### config.mk
export PLATFORM = sky130hd
export DESIGN_NAME = sci_lin_break_status_ctl
export DESIGN_NICKNAME = d
export VERILOG_FILES = /design/src/rtl/sci_lin_pkg.sv /design/src/rtl/sci_lin_break_status_ctl.sv
export VERILOG_INCLUDE_DIRS = /design/src /design/src/rtl
export SDC_FILE = /design/constraint.sdc
export NUM_CORES = 1
export LEC_CHECK = 0
export BUFFER_PORTS_ARGS = -buffer_cell sky130_fd_sc_hd__buf_4
export CAP_MARGIN = 20
export CORE_ASPECT_RATIO = 0.8
export CORE_MARGIN = 8
export CORE_UTILIZATION = 55
export CTS_CLUSTER_DIAMETER = 50
export CTS_CLUSTER_SIZE = 20
export DETAILED_ROUTE_END_ITERATION = 8
export HOLD_SLACK_MARGIN = 0.12
export PLACE_DENSITY = 0.75
export SYNTH_ARGS = -nofsm -noshare
export SYNTH_HDL_FRONTEND = slang
export SYNTH_SLANG_ARGS = --single-unit
export TNS_END_PERCENT = 10
### constraint.sdc
create_clock -name ref_clk -period 5.3 [get_ports ref_clk]
set_clock_uncertainty 0.2 [all_clocks]
set_input_delay 0 -clock ref_clk [delete_from_list [all_inputs] [get_ports ref_clk]]
set_output_delay 0 -clock ref_clk [all_outputs]
set_load 0.1 [all_outputs]
### src/rtl/sci_lin_params.svh
// Register offsets, field positions, reset values and bit-time counts
// for the serial line status and control block.
// Assumes byte addresses on a 32-bit Wishbone data bus, one word per register.
`ifndef SCI_LIN_PARAMS_SVH
`define SCI_LIN_PARAMS_SVH

// Register byte offsets
`define OFF_RX_LINE_STATUS_CTL   5'h00
`define OFF_NINTH_BIT_DIR_CTL    5'h04
`define OFF_FORMAT_CTL           5'h08
`define OFF_SERIAL_DATA          5'h0C
`define OFF_BAUD_DIV             5'h10
`define OFF_IRQ_STATUS           5'h14
`define OFF_IRQ_MASK             5'h18
`define OFF_LINE_STATUS          5'h1C

// Status/control register 2 field positions
`define S2_LIN_BREAK_FLAG        7
`define S2_RX_EDGE_FLAG          6
`define S2_RX_INVERT             4
`define S2_WAKE_QUIET_SEL        3
`define S2_LONG_BREAK_TX         2
`define S2_LIN_BREAK_DET_EN      1
`define S2_RX_ACTIVE_FLAG        0

// Control register 3 field positions
`define C3_RX_NINTH_BIT          7
`define C3_TX_NINTH_BIT          6
`define C3_TX_PIN_DIRECTION      5
`define C3_TX_INVERT             4

// Format control field positions
`define FMT_NINE_BIT             0
`define FMT_LOOP_MODE            1
`define FMT_SINGLE_WIRE_SRC      2
`define FMT_RX_STANDBY           3
`define FMT_SEND_BREAK           4

// Interrupt event positions, except that ev_set puts idle at bit 2 and receive full at bit 3
`define EV_LIN_BREAK             0
`define EV_RX_EDGE               1
`define EV_RX_FULL               2
`define EV_IDLE                  3
`define EV_FRAMING               4
`define EV_TX_DONE               5
`define EV_WIDTH                 6

// Reset values
`define RST_S2                   8'h00
`define RST_C3                   8'h00
`define RST_FORMAT               8'h00
`define RST_BAUD_DIV             16'h015B
`define RST_MASK                 6'h00

// Lengths in bit times (one more in nine-bit format)
`define TX_BREAK_SHORT           4'hA
`define TX_BREAK_LONG            4'hD
`define RX_BREAK_SHORT           4'hA
`define RX_BREAK_LIN             4'hB
`define CHAR_BITS                4'hA

`endif

### src/rtl/sci_lin_pkg.sv
// Types shared by the serial line status and control block.
// Assumes the constants header supplies offsets and field positions.
package sci_lin_pkg;

   // Status/control register 2 as stored
   typedef struct packed {
      logic lin_break_flag;
      logic rx_edge_flag;
      logic rx_invert;
      logic wake_quiet_flag_select;
      logic long_break_tx;
      logic lin_break_detect_enable;
      logic receiver_active_flag;
   } s2_t;

   // Control register 3 as stored
   typedef struct packed {
      logic rx_ninth_bit;
      logic tx_ninth_bit;
      logic tx_pin_direction;
      logic tx_invert;
   } c3_t;

   // Frame format and line routing
   typedef struct packed {
      logic nine_bit;
      logic loop_mode_select;
      logic single_wire_source;
      logic receiver_standby;
   } fmt_t;

   typedef enum logic [1:0] {RX_IDLE, RX_START, RX_DATA, RX_STOP} rx_state_t;
   typedef enum logic [1:0] {TX_IDLE, TX_SHIFT, TX_BREAK} tx_state_t;

endpackage : sci_lin_pkg

### src/rtl/sci_lin_break_status_ctl.sv
// Serial line status/control block: LIN break, edge, idle, ninth bits,
// inversion, break length and single-wire pin direction, with a small NRZ engine.
// Assumes Wishbone classic master on ref_clk and pins synchronous to ref_clk.
//
// Notes on behaviour
// - Break flag sets on LIN break, W1C
// - Edge flag on active receive edge, W1C
// - Receive inversion applies to every receive purpose
// - Waking idle sets idle flag only if selected; idle event always
// - Transmit break 10/11 or 13/14 bits
// - Framing check ignores long break select
// - Detect break at 10/11 or 11/12
// - LIN detect blocks framing and full flags
// - Active flag: start bit sets, idle clears
// - Ninth received bit readable in control 3 bit 7
// - Single-wire pin direction from direction bit
// - Idle character length 10 or 11 bits
// - Transmit inversion flips transmitted output
`timescale 1ns/1ps
`include "sci_lin_params.svh"

module sci_lin_break_status_ctl
(
   input  wire logic        ref_clk,
   input  wire logic        arst_n,
   input  wire logic        wb_cyc_i,
   input  wire logic        wb_stb_i,
   input  wire logic        wb_we_i,
   input  wire logic [4:0]  wb_adr_i,
   input  wire logic [3:0]  wb_sel_i,
   input  wire logic [31:0] wb_dat_i,
   output logic      [31:0] wb_dat_o,
   output logic             wb_ack_o,
   output logic             irq_o,
   input  wire logic        rxd_i,
   input  wire logic        txd_i,
   output logic             txd_o,
   output logic             txd_oe
);

   sci_lin_pkg::s2_t      s2_reg;         // Status/control 2
   sci_lin_pkg::c3_t      c3_reg;         // Control 3
   sci_lin_pkg::fmt_t     fmt_reg;        // Format and routing
   logic [15:0]           baud_reg;       // Cycles per bit minus one
   logic [7:0]            rx_data_reg;    // Buffered receive byte
   logic                  rx_full_reg;    // Receive buffer full
   logic                  idle_flag_reg;  // Idle line seen
   logic                  fe_reg;         // Framing error
   logic [`EV_WIDTH-1:0]  ev_reg;         // Sticky interrupt events
   logic [`EV_WIDTH-1:0]  mask_reg;       // Interrupt enables
   logic                  brk_pend_reg;   // Break queued by software
   logic                  tx_line_reg;    // Un-inverted transmit level

   // Bus strobes
   logic bus_req;
   logic wr;
   logic rd;
   assign bus_req = wb_cyc_i & wb_stb_i & ~wb_ack_o;
   assign wr      = bus_req & wb_we_i & wb_sel_i[0];
   assign rd      = bus_req & ~wb_we_i;

   // Per-register write strobes, plus the data read strobe
   logic wr_s2, wr_c3, wr_fmt, wr_data, wr_baud, wr_ev, wr_mask, rd_data;
   assign wr_s2   = wr & (wb_adr_i == `OFF_RX_LINE_STATUS_CTL);
   assign wr_c3   = wr & (wb_adr_i == `OFF_NINTH_BIT_DIR_CTL);
   assign wr_fmt  = wr & (wb_adr_i == `OFF_FORMAT_CTL);
   assign wr_data = wr & (wb_adr_i == `OFF_SERIAL_DATA);
   assign wr_baud = wr & (wb_adr_i == `OFF_BAUD_DIV);
   assign wr_ev   = wr & (wb_adr_i == `OFF_IRQ_STATUS);
   assign wr_mask = wr & (wb_adr_i == `OFF_IRQ_MASK);
   assign rd_data = rd & (wb_adr_i == `OFF_SERIAL_DATA);

   // Receive source: pin, internal loop, or the shared TxD pin
   logic rx_src;
   logic rx_in;
   logic rx_prev_reg;
   always_comb
   begin
      if (fmt_reg.loop_mode_select & fmt_reg.single_wire_source)
         rx_src = txd_i;
      else if (fmt_reg.loop_mode_select)
         rx_src = txd_o;
      else
         rx_src = rxd_i;
   end
   assign rx_in = rx_src ^ s2_reg.rx_invert;

   always_ff @(posedge ref_clk or negedge arst_n)
   begin
      if (!arst_n)
         rx_prev_reg <= 1'b1;
      else
         rx_prev_reg <= rx_in;
   end

   // Active edge is always a falling edge of the corrected level
   logic rx_fall;
   assign rx_fall = rx_prev_reg & ~rx_in;

   // Length of the present line level in whole bit times
   logic [15:0] run_cnt_reg;
   logic [3:0]  run_bits_reg;
   logic        run_tick;
   assign run_tick = (run_cnt_reg == 16'h0000) & (run_bits_reg != 4'hF);

   // Restarts on every level change so breaks and idles time from the edge
   always_ff @(posedge ref_clk or negedge arst_n)
   begin
      if (!arst_n)
      begin
         run_cnt_reg  <= `RST_BAUD_DIV;
         run_bits_reg <= 4'h0;
      end
      else if (rx_in != rx_prev_reg)
      begin
         run_cnt_reg  <= baud_reg;
         run_bits_reg <= 4'h0;
      end
      else if (run_tick)
      begin
         run_cnt_reg  <= baud_reg;
         run_bits_reg <= run_bits_reg + 4'h1;
      end
      else if (run_cnt_reg != 16'h0000)
         run_cnt_reg  <= run_cnt_reg - 16'h0001;
   end

   logic [3:0] brk_thr;
   logic [3:0] char_len;
   assign brk_thr  = (s2_reg.lin_break_detect_enable ? `RX_BREAK_LIN : `RX_BREAK_SHORT)
                     + {3'b000, fmt_reg.nine_bit};
   assign char_len = `CHAR_BITS + {3'b000, fmt_reg.nine_bit};

   logic brk_det;
   logic idle_det;
   assign brk_det  = run_tick & ~rx_in & (run_bits_reg + 4'h1 == brk_thr);
   assign idle_det = run_tick & rx_in & (run_bits_reg + 4'h1 == char_len)
                     & s2_reg.receiver_active_flag;

   // Receive frame engine, samples mid-bit
   sci_lin_pkg::rx_state_t rx_state_reg;
   logic [15:0] rx_cnt_reg;
   logic [3:0]  rx_idx_reg;
   logic [8:0]  rx_shift_reg;
   logic        rx_start;   // Valid start bit confirmed
   logic        rx_done;    // Stop bit sampled
   assign rx_start = (rx_state_reg == sci_lin_pkg::RX_START) & (rx_cnt_reg == 16'h0000) & ~rx_in;
   assign rx_done  = (rx_state_reg == sci_lin_pkg::RX_STOP) & (rx_cnt_reg == 16'h0000);

   always_ff @(posedge ref_clk or negedge arst_n)
   begin
      if (!arst_n)
      begin
         rx_state_reg <= sci_lin_pkg::RX_IDLE;
         rx_cnt_reg   <= 16'h0000;
         rx_idx_reg   <= 4'h0;
         rx_shift_reg <= 9'h000;
      end
      else
      begin
         case (rx_state_reg)
            sci_lin_pkg::RX_IDLE:
            begin
               // Only a fresh edge starts a frame, not a held low
               if (rx_fall)
               begin
                  rx_state_reg <= sci_lin_pkg::RX_START;
                  rx_cnt_reg   <= {1'b0, baud_reg[15:1]};
               end
            end
            sci_lin_pkg::RX_START:
            begin
               if (rx_cnt_reg != 16'h0000)
                  rx_cnt_reg <= rx_cnt_reg - 16'h0001;
               else if (~rx_in)
               begin
                  rx_state_reg <= sci_lin_pkg::RX_DATA;
                  rx_cnt_reg   <= baud_reg;
                  rx_idx_reg   <= 4'h0;
               end
               else
                  rx_state_reg <= sci_lin_pkg::RX_IDLE; // Glitch, not a start
            end
            sci_lin_pkg::RX_DATA:
            begin
               if (rx_cnt_reg != 16'h0000)
                  rx_cnt_reg <= rx_cnt_reg - 16'h0001;
               else
               begin
                  // LSB first; eight-bit frames shift the ninth slot away
                  rx_shift_reg <= {rx_in, rx_shift_reg[8:1]};
                  rx_cnt_reg   <= baud_reg;
                  rx_idx_reg   <= rx_idx_reg + 4'h1;
                  // Last slot is bit 7, or bit 8 in nine-bit frames
                  if (rx_idx_reg == 4'h7 + {3'b000, fmt_reg.nine_bit})
                     rx_state_reg <= sci_lin_pkg::RX_STOP;
               end
            end
            sci_lin_pkg::RX_STOP:
            begin
               if (rx_cnt_reg != 16'h0000)
                  rx_cnt_reg <= rx_cnt_reg - 16'h0001;
               else
                  rx_state_reg <= sci_lin_pkg::RX_IDLE;
            end
            default: rx_state_reg <= sci_lin_pkg::RX_IDLE;
         endcase
      end
   end

   // Received byte aligned whatever the frame width
   logic [8:0] rx_word;
   assign rx_word = fmt_reg.nine_bit ? rx_shift_reg : {1'b0, rx_shift_reg[8:1]};

   // Delivery blocked while LIN detect on
   logic deliver;
   assign deliver = rx_done & ~s2_reg.lin_break_detect_enable & ~fmt_reg.receiver_standby & ~rx_full_reg;

   // Receive buffer and its full and framing flags
   always_ff @(posedge ref_clk or negedge arst_n)
   begin
      if (!arst_n)
      begin
         rx_data_reg   <= 8'h00;
         rx_full_reg   <= 1'b0;
         fe_reg        <= 1'b0;
      end
      else if (deliver)
      begin
         rx_data_reg <= rx_word[7:0];
         rx_full_reg <= 1'b1;
         // Stop check only, break length unused
         fe_reg      <= ~rx_in;
      end
      else if (rd_data)
      begin
         // Reading the data clears the full and framing flags
         rx_full_reg <= 1'b0;
         fe_reg      <= 1'b0;
      end
   end

   // Idle flag, set once per burst of activity
   always_ff @(posedge ref_clk or negedge arst_n)
   begin
      if (!arst_n)
         idle_flag_reg <= 1'b0;
      else if (idle_det & (~fmt_reg.receiver_standby | s2_reg.wake_quiet_flag_select))
         idle_flag_reg <= 1'b1;
      else if (rd_data)
         idle_flag_reg <= 1'b0;
   end

   // Status/control 2 and its sticky flags
   always_ff @(posedge ref_clk or negedge arst_n)
   begin
      if (!arst_n)
         {s2_reg.lin_break_flag, s2_reg.rx_edge_flag, s2_reg.rx_invert,
          s2_reg.wake_quiet_flag_select, s2_reg.long_break_tx,
          s2_reg.lin_break_detect_enable, s2_reg.receiver_active_flag} <= 7'h00;
      else
      begin
         if (wr_s2)
         begin
            s2_reg.rx_invert               <= wb_dat_i[`S2_RX_INVERT];
            s2_reg.wake_quiet_flag_select  <= wb_dat_i[`S2_WAKE_QUIET_SEL];
            s2_reg.long_break_tx           <= wb_dat_i[`S2_LONG_BREAK_TX];
            s2_reg.lin_break_detect_enable <= wb_dat_i[`S2_LIN_BREAK_DET_EN];
         end
         if (brk_det & s2_reg.lin_break_detect_enable)
            s2_reg.lin_break_flag <= 1'b1;
         else if (wr_s2 & wb_dat_i[`S2_LIN_BREAK_FLAG])
            s2_reg.lin_break_flag <= 1'b0;
         if (rx_fall)
            s2_reg.rx_edge_flag <= 1'b1;
         else if (wr_s2 & wb_dat_i[`S2_RX_EDGE_FLAG])
            s2_reg.rx_edge_flag <= 1'b0;
         if (rx_start)
            s2_reg.receiver_active_flag <= 1'b1;
         else if (idle_det)
            s2_reg.receiver_active_flag <= 1'b0;
      end
   end

   // Control 3 writable fields, format, divisor and mask
   always_ff @(posedge ref_clk or negedge arst_n)
   begin
      if (!arst_n)
      begin
         c3_reg   <= 4'h0;
         fmt_reg  <= 4'h0;
         baud_reg <= `RST_BAUD_DIV;
         mask_reg <= `RST_MASK;
      end
      else
      begin
         if (wr_c3)
         begin
            c3_reg.tx_ninth_bit     <= wb_dat_i[`C3_TX_NINTH_BIT];
            c3_reg.tx_pin_direction <= wb_dat_i[`C3_TX_PIN_DIRECTION];
            c3_reg.tx_invert        <= wb_dat_i[`C3_TX_INVERT];
         end
         if (deliver)
            c3_reg.rx_ninth_bit <= rx_word[8];
         if (wr_fmt)
            fmt_reg <= {wb_dat_i[`FMT_NINE_BIT], wb_dat_i[`FMT_LOOP_MODE],
                        wb_dat_i[`FMT_SINGLE_WIRE_SRC], wb_dat_i[`FMT_RX_STANDBY]};
         else if (idle_det)
            fmt_reg.receiver_standby <= 1'b0; // Idle wakes the receiver
         if (wr_baud)
            baud_reg <= (wb_dat_i[15:0] == 16'h0000) ? 16'h0001 : wb_dat_i[15:0];
         if (wr_mask)
            mask_reg <= wb_dat_i[`EV_WIDTH-1:0];
      end
   end

   // Transmit engine
   sci_lin_pkg::tx_state_t tx_state_reg;
   logic [15:0] tx_cnt_reg;
   logic [3:0]  tx_left_reg;
   logic [10:0] tx_shift_reg;
   logic        tx_done;
   assign tx_done = (tx_state_reg != sci_lin_pkg::TX_IDLE) & (tx_cnt_reg == 16'h0000)
                    & (tx_left_reg == 4'h1);

   logic [3:0] tx_brk_len;
   assign tx_brk_len = (s2_reg.long_break_tx ? `TX_BREAK_LONG : `TX_BREAK_SHORT)
                       + {3'b000, fmt_reg.nine_bit};

   always_ff @(posedge ref_clk or negedge arst_n)
   begin
      if (!arst_n)
      begin
         tx_state_reg <= sci_lin_pkg::TX_IDLE;
         tx_cnt_reg   <= 16'h0000;
         tx_left_reg  <= 4'h0;
         tx_shift_reg <= 11'h7FF;
         tx_line_reg  <= 1'b1;
         brk_pend_reg <= 1'b0;
      end
      else
      begin
         if (wr_fmt & wb_dat_i[`FMT_SEND_BREAK])
            brk_pend_reg <= 1'b1;
         case (tx_state_reg)
            sci_lin_pkg::TX_IDLE:
            begin
               tx_line_reg <= 1'b1;
               if (brk_pend_reg)
               begin
                  brk_pend_reg <= 1'b0;
                  tx_state_reg <= sci_lin_pkg::TX_BREAK;
                  tx_cnt_reg   <= baud_reg;
                  tx_left_reg  <= tx_brk_len;
                  tx_line_reg  <= 1'b0;
               end
               // Writes while busy are dropped; poll the busy bit first
               else if (wr_data)
               begin
                  tx_state_reg <= sci_lin_pkg::TX_SHIFT;
                  tx_cnt_reg   <= baud_reg;
                  tx_left_reg  <= char_len;
                  tx_line_reg  <= 1'b0;
                  tx_shift_reg <= fmt_reg.nine_bit ? {1'b1, c3_reg.tx_ninth_bit, wb_dat_i[7:0], 1'b0}
                                                   : {2'b11, wb_dat_i[7:0], 1'b0};
               end
            end
            sci_lin_pkg::TX_SHIFT, sci_lin_pkg::TX_BREAK:
            begin
               if (tx_cnt_reg != 16'h0000)
                  tx_cnt_reg <= tx_cnt_reg - 16'h0001;
               else if (tx_done)
               begin
                  tx_state_reg <= sci_lin_pkg::TX_IDLE;
                  tx_line_reg  <= 1'b1;
               end
               else
               begin
                  tx_cnt_reg   <= baud_reg;
                  tx_left_reg  <= tx_left_reg - 4'h1;
                  tx_shift_reg <= {1'b1, tx_shift_reg[10:1]};
                  tx_line_reg  <= (tx_state_reg == sci_lin_pkg::TX_SHIFT) & tx_shift_reg[1];
               end
            end
            default: tx_state_reg <= sci_lin_pkg::TX_IDLE;
         endcase
      end
   end

   // Pin drive, registered
   always_ff @(posedge ref_clk or negedge arst_n)
   begin
      if (!arst_n)
      begin
         txd_o  <= 1'b1;
         txd_oe <= 1'b1;
      end
      else
      begin
         txd_o  <= tx_line_reg ^ c3_reg.tx_invert;
         txd_oe <= ~(fmt_reg.loop_mode_select & fmt_reg.single_wire_source) | c3_reg.tx_pin_direction;
      end
   end

   // Sticky events; a set in the clear cycle survives
   logic [`EV_WIDTH-1:0] ev_set;
   assign ev_set = {tx_done, deliver & ~rx_in, deliver, idle_det, rx_fall,
                    brk_det & s2_reg.lin_break_detect_enable};

   always_ff @(posedge ref_clk or negedge arst_n)
   begin
      if (!arst_n)
      begin
         ev_reg <= `RST_MASK;
         irq_o  <= 1'b0;
      end
      else
      begin
         ev_reg <= (ev_reg & ~({`EV_WIDTH{wr_ev}} & wb_dat_i[`EV_WIDTH-1:0])) | ev_set;
         irq_o  <= |(ev_reg & mask_reg);
      end
   end

   // Bus answer: one wait state, unmapped reads zero
   always_ff @(posedge ref_clk or negedge arst_n)
   begin
      if (!arst_n)
      begin
         wb_ack_o <= 1'b0;
         wb_dat_o <= 32'h0000_0000;
      end
      else
      begin
         wb_ack_o <= bus_req;
         wb_dat_o <= 32'h0000_0000;
         if (rd)
            case (wb_adr_i)
               `OFF_RX_LINE_STATUS_CTL: wb_dat_o[7:0] <= {s2_reg[6:5], 1'b0, s2_reg[4:0]};
               `OFF_NINTH_BIT_DIR_CTL:  wb_dat_o[7:0] <= {c3_reg, 4'h0};
               `OFF_FORMAT_CTL:         wb_dat_o[7:0] <= {3'h0, brk_pend_reg, fmt_reg[0], fmt_reg[1],
                                                          fmt_reg[2], fmt_reg[3]};
               `OFF_SERIAL_DATA:        wb_dat_o[7:0] <= rx_data_reg;
               `OFF_BAUD_DIV:           wb_dat_o[15:0] <= baud_reg;
               `OFF_IRQ_STATUS:         wb_dat_o[`EV_WIDTH-1:0] <= ev_reg;
               `OFF_IRQ_MASK:           wb_dat_o[`EV_WIDTH-1:0] <= mask_reg;
               `OFF_LINE_STATUS:        wb_dat_o[3:0] <= {tx_state_reg != sci_lin_pkg::TX_IDLE,
                                                          fe_reg, idle_flag_reg, rx_full_reg};
               default:                 wb_dat_o <= 32'h0000_0000;
            endcase
      end
   end

endmodule : sci_lin_break_status_ctl

Word-level counts from Yosys, hierarchy flattened --
Cells that the tools add are included.
Storage, ports and cells: output and inout bits 36, register bits 161, bits of input ports 48, word-level logic and storage cells 241
Operators by class: add/sub/neg operators 10, multiplexer cells 73, reduce and logical (&&, ||, !) cells 32, equality and inequality tests 33, bitwise operators 53
Operators with widths (count):
- 16-bit 2-to-1 mux | 14
- 16-bit logical NOT | 4
- 16-bit one-hot mux with 4 select lines | 1
- 16-bit nonzero test | 3
- 16-bit by 1-bit subtractor with 16-bit output (second input constant) | 3
- 11-bit 2-to-1 mux | 4
- 1-bit AND | 36
- 4-bit 2-to-1 mux | 9
- 16-bit one-hot mux with 2 select lines | 1
- 4-bit one-hot mux with 7 select lines | 1
- 2-bit inequality test (second input constant) | 11
- 11-bit one-hot mux with 2 select lines | 1
- 1-bit 2-to-1 mux | 21
- 5-bit == test (second input constant) | 4
- 2-bit 2-to-1 mux | 10
- 2-bit nonzero test | 10
- 6-bit AND | 3
- 2-bit one-hot mux with 4 select lines | 2
- 4-bit one-hot mux with 2 select lines | 2
- 2-bit one-hot mux with 7 select lines | 1
- 4-bit == test | 3
- 5-bit by 4-bit == test with 1-bit output (second input constant) | 2
- 10-bit 2-to-1 mux | 1
- 5-bit AND reduction | 2
- 32 further kinds | 52

Logic depth before layout (Yosys ltp) --
Gate-level depths: netlist of the first run.
depth after elaboration 9, depth in mapped cells 13, mapped depth without buffers 10

Worst setup path before layout of the first run --
No wires, ideal clock.
kind reg-to-reg, start point reg txd_o, end point reg rx_cnt_reg[8], path buffers 2, cell stages (with the launch flop) 13, clock period less this slack 3383 ps, slack 1917 ps, library setup time 129 ps, required time 4971 ps, arrival 3053 ps, path through dfstp_2 -> mux2i_1 -> o211a_1 -> or2_2 -> clkbuf_1 -> inv_1 -> ha_1 -> nor2b_1 -> a311o_1 -> o22a_1 -> buf_2 -> o21bai_1 -> o2bb2ai_1
Between the ends: longest elaborated chain between the ends 7, elaborated cells on any way between the ends 8, those cells by class 2 x eq/ne; 2 x mux; 3 x bitwise; 1 x reduce/logical
RTL lines:
- from (decl) | line sci_lin_break_status_ctl.sv:37 | output logic txd_o,
- from (signal assigned) | line sci_lin_break_status_ctl.sv:400 | txd_o <= tx_line_reg ^ c3_reg.tx_invert;
- 1-bit 2-to-1 mux | line sci_lin_break_status_ctl.sv:81 | else if (fmt_reg.loop_mode_select)
- 1-bit 2-to-1 mux | line sci_lin_break_status_ctl.sv:79 | if (fmt_reg.loop_mode_select & fmt_reg.single_wire_source)
- 1-bit XOR | line sci_lin_break_status_ctl.sv:86 | assign rx_in = rx_src ^ s2_reg.rx_invert;
- net rx_in | line sci_lin_break_status_ctl.sv:75 | logic rx_in;
- 1-bit NOT | line sci_lin_break_status_ctl.sv:98 | assign rx_fall = rx_prev_reg & ~rx_in;
- 1-bit AND | line sci_lin_break_status_ctl.sv:98
- net ev_set[1] | line sci_lin_break_status_ctl.sv:406 | logic [`EV_WIDTH-1:0] ev_set;
- 2-bit inequality test (no line)
- 3-bit AND reduction (no line)
- to (signal assigned) | line sci_lin_break_status_ctl.sv:168 | rx_cnt_reg <= {1'b0, baud_reg[15:1]};
- to (signal assigned) | line sci_lin_break_status_ctl.sv:174 | rx_cnt_reg <= rx_cnt_reg - 16'h0001;
- to (signal assigned) | line sci_lin_break_status_ctl.sv:178 | rx_cnt_reg <= baud_reg;
- to (decl) | line sci_lin_break_status_ctl.sv:142 | logic [15:0] rx_cnt_reg;
The timed path passes the listed nets, and every way through them passes these cells. A chain may end at the register's enable or synchronous reset.

Worst setup path in the final report of the first run --
start point in wb_adr_i[4], end point reg fmt_reg[2] in the netlist's numbering
Between the ends: longest elaborated chain between the ends 2
RTL lines:
- from (decl) | line sci_lin_break_status_ctl.sv:29 | input wire logic [4:0] wb_adr_i,
- 5-bit by 4-bit == test with 1-bit output
- 1-bit AND | line sci_lin_break_status_ctl.sv:66 | assign wr_fmt = wr & (wb_adr_i == `OFF_FORMAT_CTL);
- to (signal assigned) | line sci_lin_break_status_ctl.sv:306 | fmt_reg <= {wb_dat_i[`FMT_NINE_BIT], wb_dat_i[`FMT_LOOP_MODE],
- to (decl) | line sci_lin_break_status_ctl.sv:43 | sci_lin_pkg::fmt_t fmt_reg;
Every way passes these cells.

==> impl_results.md, run 1 <==
- Layout cells sized above 1: 17.0%
- RSZ-0062 raised after global routing: no
- P per Cell Area: 419 nW/um^2
- Clock latency at the later pin of the worst-skew pair: 0.44 ns
- Gpl congestion: 0.936
- Synthesized flop and latch total: 159
- Synth Cell Area: ~9000 um^2
- Required @ worst endpoint: 5.47 ns
- Overflow after GRT: 0
- Commonest non-fill, non-tap cells in the layout: dfrtp_1 (134), nand2_1 (108), buf_4 (60)
- Register area share after synthesis: 44.6%
- Cell taking the most area after synthesis: dfrtp_1
- Top_reg_cell synth: dfrtp_1
- Final Max Slew Viols: 0
- Vias in the first global route: 7522
- Clk slew on worst S/H paths: about 0.070 ns
- Clock Tree Buf Depth: 2
- Slew @ Worst Pin: between 1 and 1.5 ns
- Pre-CTS setup slack: about 1.7 ns
- Clock Sinks: 159
- Area Growth Syn to Fin: 17.4%
- DRC Markers: 0
- Root Buffer: clkbuf_16
- Initial core utilization: 56.5%
- Hold Path Class: in2reg
- Die X: 159 um
- Largest net degree at the start of global routing: 73
- Outcome: complete, no violations
- Worst vdd ir: 0.248 mV
- Initial antenna violation count: 0
- Setup_tns: 0 ns
- Asr flop ratio synth: 100%
- Slew headroom: 29.8%
- LEAKAGE: roughly 4.6 nW
- Fmax: between 0.2 and 0.25 GHz
- # port buffers: 48
- Finished Layout Cells: 1232
- Fin area: 10500 um^2
- Min cycle time layout: 4.11 ns
- Yosys cell types: 75
- Fin crit share: 77.6%
- Data arrival time of the worst path: ~4.3 ns
- Crit Path Class: in2reg
- CTS tree: built
- Flop-to-flop setup slack: ~1.8 ns
- DRT iter0 DRCs: between 800 and 900
- Top Ports: 84
- Nets@finish: 1072
- Global-route wire length before repair: 40100 um
- Setup WS post-layout: 1.19 ns
- Worst Setup End Kind: register
- H-tree Lvls: 4
- Synth top area cells: dfrtp_1 (37%), dfstp_2 (7.3%), mux2_2 (4.5%)
- Final Power: 4.42 mW
- Die Area: between 20000 and 25000 um^2
- Cts bufs inserted: 17
- Mapped Cells: 927
- Fin util: 66.3%
- Placed Instance Area: 9480 um^2
- Mean Syn Cell Area: 9.69 um^2
- Total Routing Usage GR: 24.1%
- Crit-path max FO: 7
- Endpoints failing hold: 0
- Detailed placer's ending HPWL: approximately 17000 um
- Die height: 130 um
- Synth top area share: between 30% and 40%
- Post-synth EDFFs: 0
- YS warnings: 0
- Core area: 15900 um^2
- Vias per cell: 6.41
- TritonRoute pass-1 iters: 5
- DR vias: 7897
- Max cap viols: 0
- Hold WS: 0.151 ns
- Total routed wirelength: 25000 um
- Commonest non-fill, non-tap cell in the layout: dfrtp_1
- Final setup viols: 0
- Type of origin of the critical path: input pin
- Antenna Nets Post-Route: 0
- Dpl cells: about 1200
- Setup bufs post-CTS: 0
- # rows: 41
- Wire per inst: 20.3 um
synth_stat cells, types with 17 or more instances:
master    instances
a21oi_1          28
dfrtp_1         134
dfstp_2          25
nor3_1           20
a22o_1           22
inv_1            33
nor4_1           17
nand2_1         108
a22oi_1          22
nor2_1           48
ha_1             21
o211ai_1         19
mux2_2           36
o21ai_0          53
nand3_1          20
mux2i_1          33
clkbuf_1         43
final timing paths:
path | from | depth (start not counted) | to
max | wb_adr_i[4] | 11 | fmt_reg[2]
max reg2reg | wb_ack_o | 8 | fmt_reg[2]
max in group asynchronous | arst_n | 4 | baud_reg[12]
min in group asynchronous | arst_n | 3 | tx_shift_reg[4]
min | wb_dat_i[11] | 3 | baud_reg[11]
min reg2reg | rx_shift_reg[0] | 2 | rx_shift_reg[0]
per-layer routing:
metal / track usage [%] / vias up / routed length [um]
met5: 0 / - / 0
met4: 7.53 / 0 / 444
met3: 6.61 / 40 / 2130
met2: 36.9 / 384 / 11100
met1: 33.0 / 3899 / 11300
li1: - / 3574 / -
where the power goes:
part           internal [mW]  total, mW  switching, mW
sequential              1.45       1.64          0.195
combinational          0.608       1.51          0.903
clock                  0.714       1.27          0.551
kinds of logic (layout without fill, tap and decap cells):
family	count (synthesis)	count (layout)	synth area share, %
AND/OR/NAND/NOR	317	317	18.1
AO/OA/AOI/OAI	248	248	19.8
flip-flops	159	159	44.6
buffers and inverters	96	170	4.73
multiplexers	70	70	8.35
adder cells (fa/ha/maj)	21	21	2.92
XOR/XNOR	15	15	1.46
other	1	17	0.0417
worst max-delay path, stage by stage:
cell and delay, ns:
dlygate4sd3_1 0.55, buf_4 0.17, or3_1 0.43, dlygate4sd3_1 0.61
nor4_1 0.48, dlygate4sd3_1 0.62, buf_4 0.15, nand2_1 0.06
dlygate4sd3_1 0.56, o21ai_0 0.08, dlygate4sd3_1 0.56
repair_timing:
item / in CTS / in global routing
endpoints found under the hold margin: 214 / 0
resized for setup: 0 / 0
hold buffers: 41 / 0
cell type report:
type                            count  area, um^2
Inverter                           33         124
Antenna cell                        1        2.50
Clock inverter                     12         125
Tap cell                          215         269
Timing Repair Buffer              105         922
Fill cell                        1327        5360
Clock buffer                       20         479
Sequential cell                   159        4010
Multi-Input combinational cell    687        4620
(Power assumes the default switching activity.)
==> inputs of run 2 (changes only) <==
CORE_UTILIZATION = 54   (was 55)
PLACE_DENSITY = 0.77   (was 0.75)
clock period = 3.4 ns   (was 5.3 ns; I/O delays follow)
==> run 2 against run 1 <==
  * Die area is 1.6% higher
  * Design area is 0.94% higher
  * Sequential power is 55% higher
  * Clock power is 57% higher
  * First-iteration DRC count is 7.8% lower
  * Non-clock buffer count is 13 higher
  * Worst hold slack worse by 0.015 ns
  * Sequential cell count stayed put
  * Core utilization is 1.4 points lower
  * Largest power group unchanged
==> impl_results.md, run 2 (synthesized netlist as in run 1, its figures left out) <==
- CTS tree: built
- Worst Setup End Kind: register
- Nets@finish: ~1100
- Total routed wirelength: 24800 um
- Cts bufs inserted: 17
- Required @ worst endpoint: 3.52 ns
- Vias per cell: 6.29
- Worst vdd ir: 0.393 mV
- DRC Markers: 0
- Largest net degree at the start of global routing: 71
- Clock Sinks: 159
- Combinational Power Share: 34.8%
- Die height: ~130 um
- Slew headroom: 45.5%
- FF-to-FF Start: fmt_reg[1]
- Top Ports: 84
- Final Max Slew Viols: 0
- Root Buffer: clkbuf_16
- P per Cell Area: 656 nW/um^2
- Max cap viols: 0
- H-tree Lvls: 4
- Crit path from: fmt_reg[1]
- Global-route wire length before repair: 39900 um
- Endpoints failing hold: 0
- Slowest stage delay, CP: 0.42 ns
- Clock Tree Buf Depth: 2
- Flop pwr share: 36.6%
- Min cycle time layout: 3.25 ns
- Worst path cell trace: mux2i_2 > a211oi_1 > or2_2 > inv_1 > ha_1 > nor2b_1 > a311o_1 > o22a_1 > buf_4 > o21bai_1 > o2bb2ai_1
- Commonest non-fill, non-tap cells in the layout: dfrtp_1 (134), nand2_1 (108), buf_4 (79)
- Core area: 16400 um^2
- Initial antenna violation count: 0
- Slowest CP cell: dfrtp_1
- Area Growth Syn to Fin: 18.5%
- Fmax: 0.307 GHz
- Initial core utilization: 54.8%
- Finished Layout Cells: 1249
- Vias in the first global route: 7439
- # rows: 42
- Data arrival time of the worst path: 3.37 ns
- Final Power: 6.98 mW
- Die Area: 21100 um^2
- Flop-to-flop setup slack: between 0.1 and 0.15 ns
- RSZ-0062 raised after global routing: no
- LEAKAGE: 4.67 nW
- Detailed placer's ending HPWL: 17000 um
- Outcome: complete, no violations
- Layout cells sized above 1: 18.5%
- N_diodes: 0
- Crit-path max FO: 13
- Switching power: about 2.5 mW
- Sw frac: 36.1%
- TritonRoute pass-1 iters: 5
- Type of origin of the critical path: register
- Slew @ Worst Pin: 0.817 ns
- Clk slew on worst S/H paths: 0.07 ns
- Crit Path Class: reg2reg
- Int Pwr: approximately 4.5 mW
- DRT iter0 DRCs: 754
- Commonest non-fill, non-tap cell in the layout: dfrtp_1
- Hold Path Class: in2reg
- Fin util: 64.9%
- Wire per inst: 19.9 um
- Gpl congestion: around 0.94
- Die X: 160 um
- Dpl cells: 1179
- Reg-to-Reg End: rx_cnt_reg[10]
- Setup_tns: 0 ns
- Setup bufs post-CTS: 0
- CP Capture Point: rx_cnt_reg[10]
- Fin crit share: 95.7%
- FF-to-FF path depth: 11
- Total Routing Usage GR: 23.4%
- Hold WS: ~0.14 ns
- Overflow after GRT: 0
- Antenna Nets Post-Route: 0
- Clk pwr share: about 29%
- Clock latency at the later pin of the worst-skew pair: 0.44 ns
- DR vias: approximately 7900
- # port buffers: 48
- Final setup viols: 0
==> run 2: through the flow <==
| stage | worst slack (ns) | cell area (um^2) |
|---|---|---|
| floorplan | 0.0172 | 9040 |
| global placement | 0.294 | 9630 |
| detailed placement | 0.166 | 9630 |
| CTS | 0.113 | 10600 |
| global route | 0.0234 | 10600 |
| finish | 0.145 | 10600 |
==> run 2: what timing repair did <==
| item | 4_1_cts | 5_1_grt |
|---|---|---|
| setup endpoints to repair | 0 | 2 |
| hold buffers | 37 | 0 |
| gates resized for setup | 0 | 1 |
| endpoints found under the hold margin | 207 | 0 |
==> run 2: layout make-up <==
class                      instances  area [um^2]
multi-input combinational        687         4620
tap                              220          275
timing repair buffer             118          997
sequential                       159         4010
clock inverter                    10          124
inverter                          33          124
clock buffer                      22          497
fill                            1315         5750
==> run 2: worst max-delay path: cells and delay by family, from the launching register on <==
family                     cells  cell delay, ns
AOI/OAI and AO/OA              5            1.13
adders and majority gates      1            0.20
buffers and inverters          2            0.38
DFF                            1            0.42
muxes                          1            0.34
and+or+nand+nor                2            0.46
==> run 2: how the worst min path moves through the flow <==
| stage | start | to | slack [ns] | cells after the start |
|---|---|---|---|---|
| after floorplan | arst_n | asynchronous set/reset pin | -0.50 | 0 |
| after global placement | arst_n | rx_shift_reg[1] | -0.08 | 1 |
| after detailed placement | arst_n | rx_shift_reg[1] | -0.08 | 1 |
| after CTS | txd_i | rx_prev_reg | 0.13 | 4 |
| after global routing | wb_dat_i[13] | baud_reg[13] | 0.15 | 3 |
| final | txd_i | rx_prev_reg | 0.14 | 4 |
==> run 2: power groups by stage <==
stage	clock network [mW]	logic [mW]	registers (mW)
5_1_grt	2.11	2.66	2.58
6_report	2.00	2.43	2.55
3_3_place_gp	0	2.30	2.56
2_1_floorplan	0	1.74	2.53
4_1_cts	2.02	2.39	2.54
3_5_place_dp	0	2.35	2.56
==> run 2: routing by layer <==
metal  wire, um  vias to the layer above  track usage (%)
li1           -                     3610                -
met1      11100                     3809             32.1
met2      10900                      391             34.5
met3       2290                       51             7.02
met4        586                        0             7.77
met5          0                        -                0
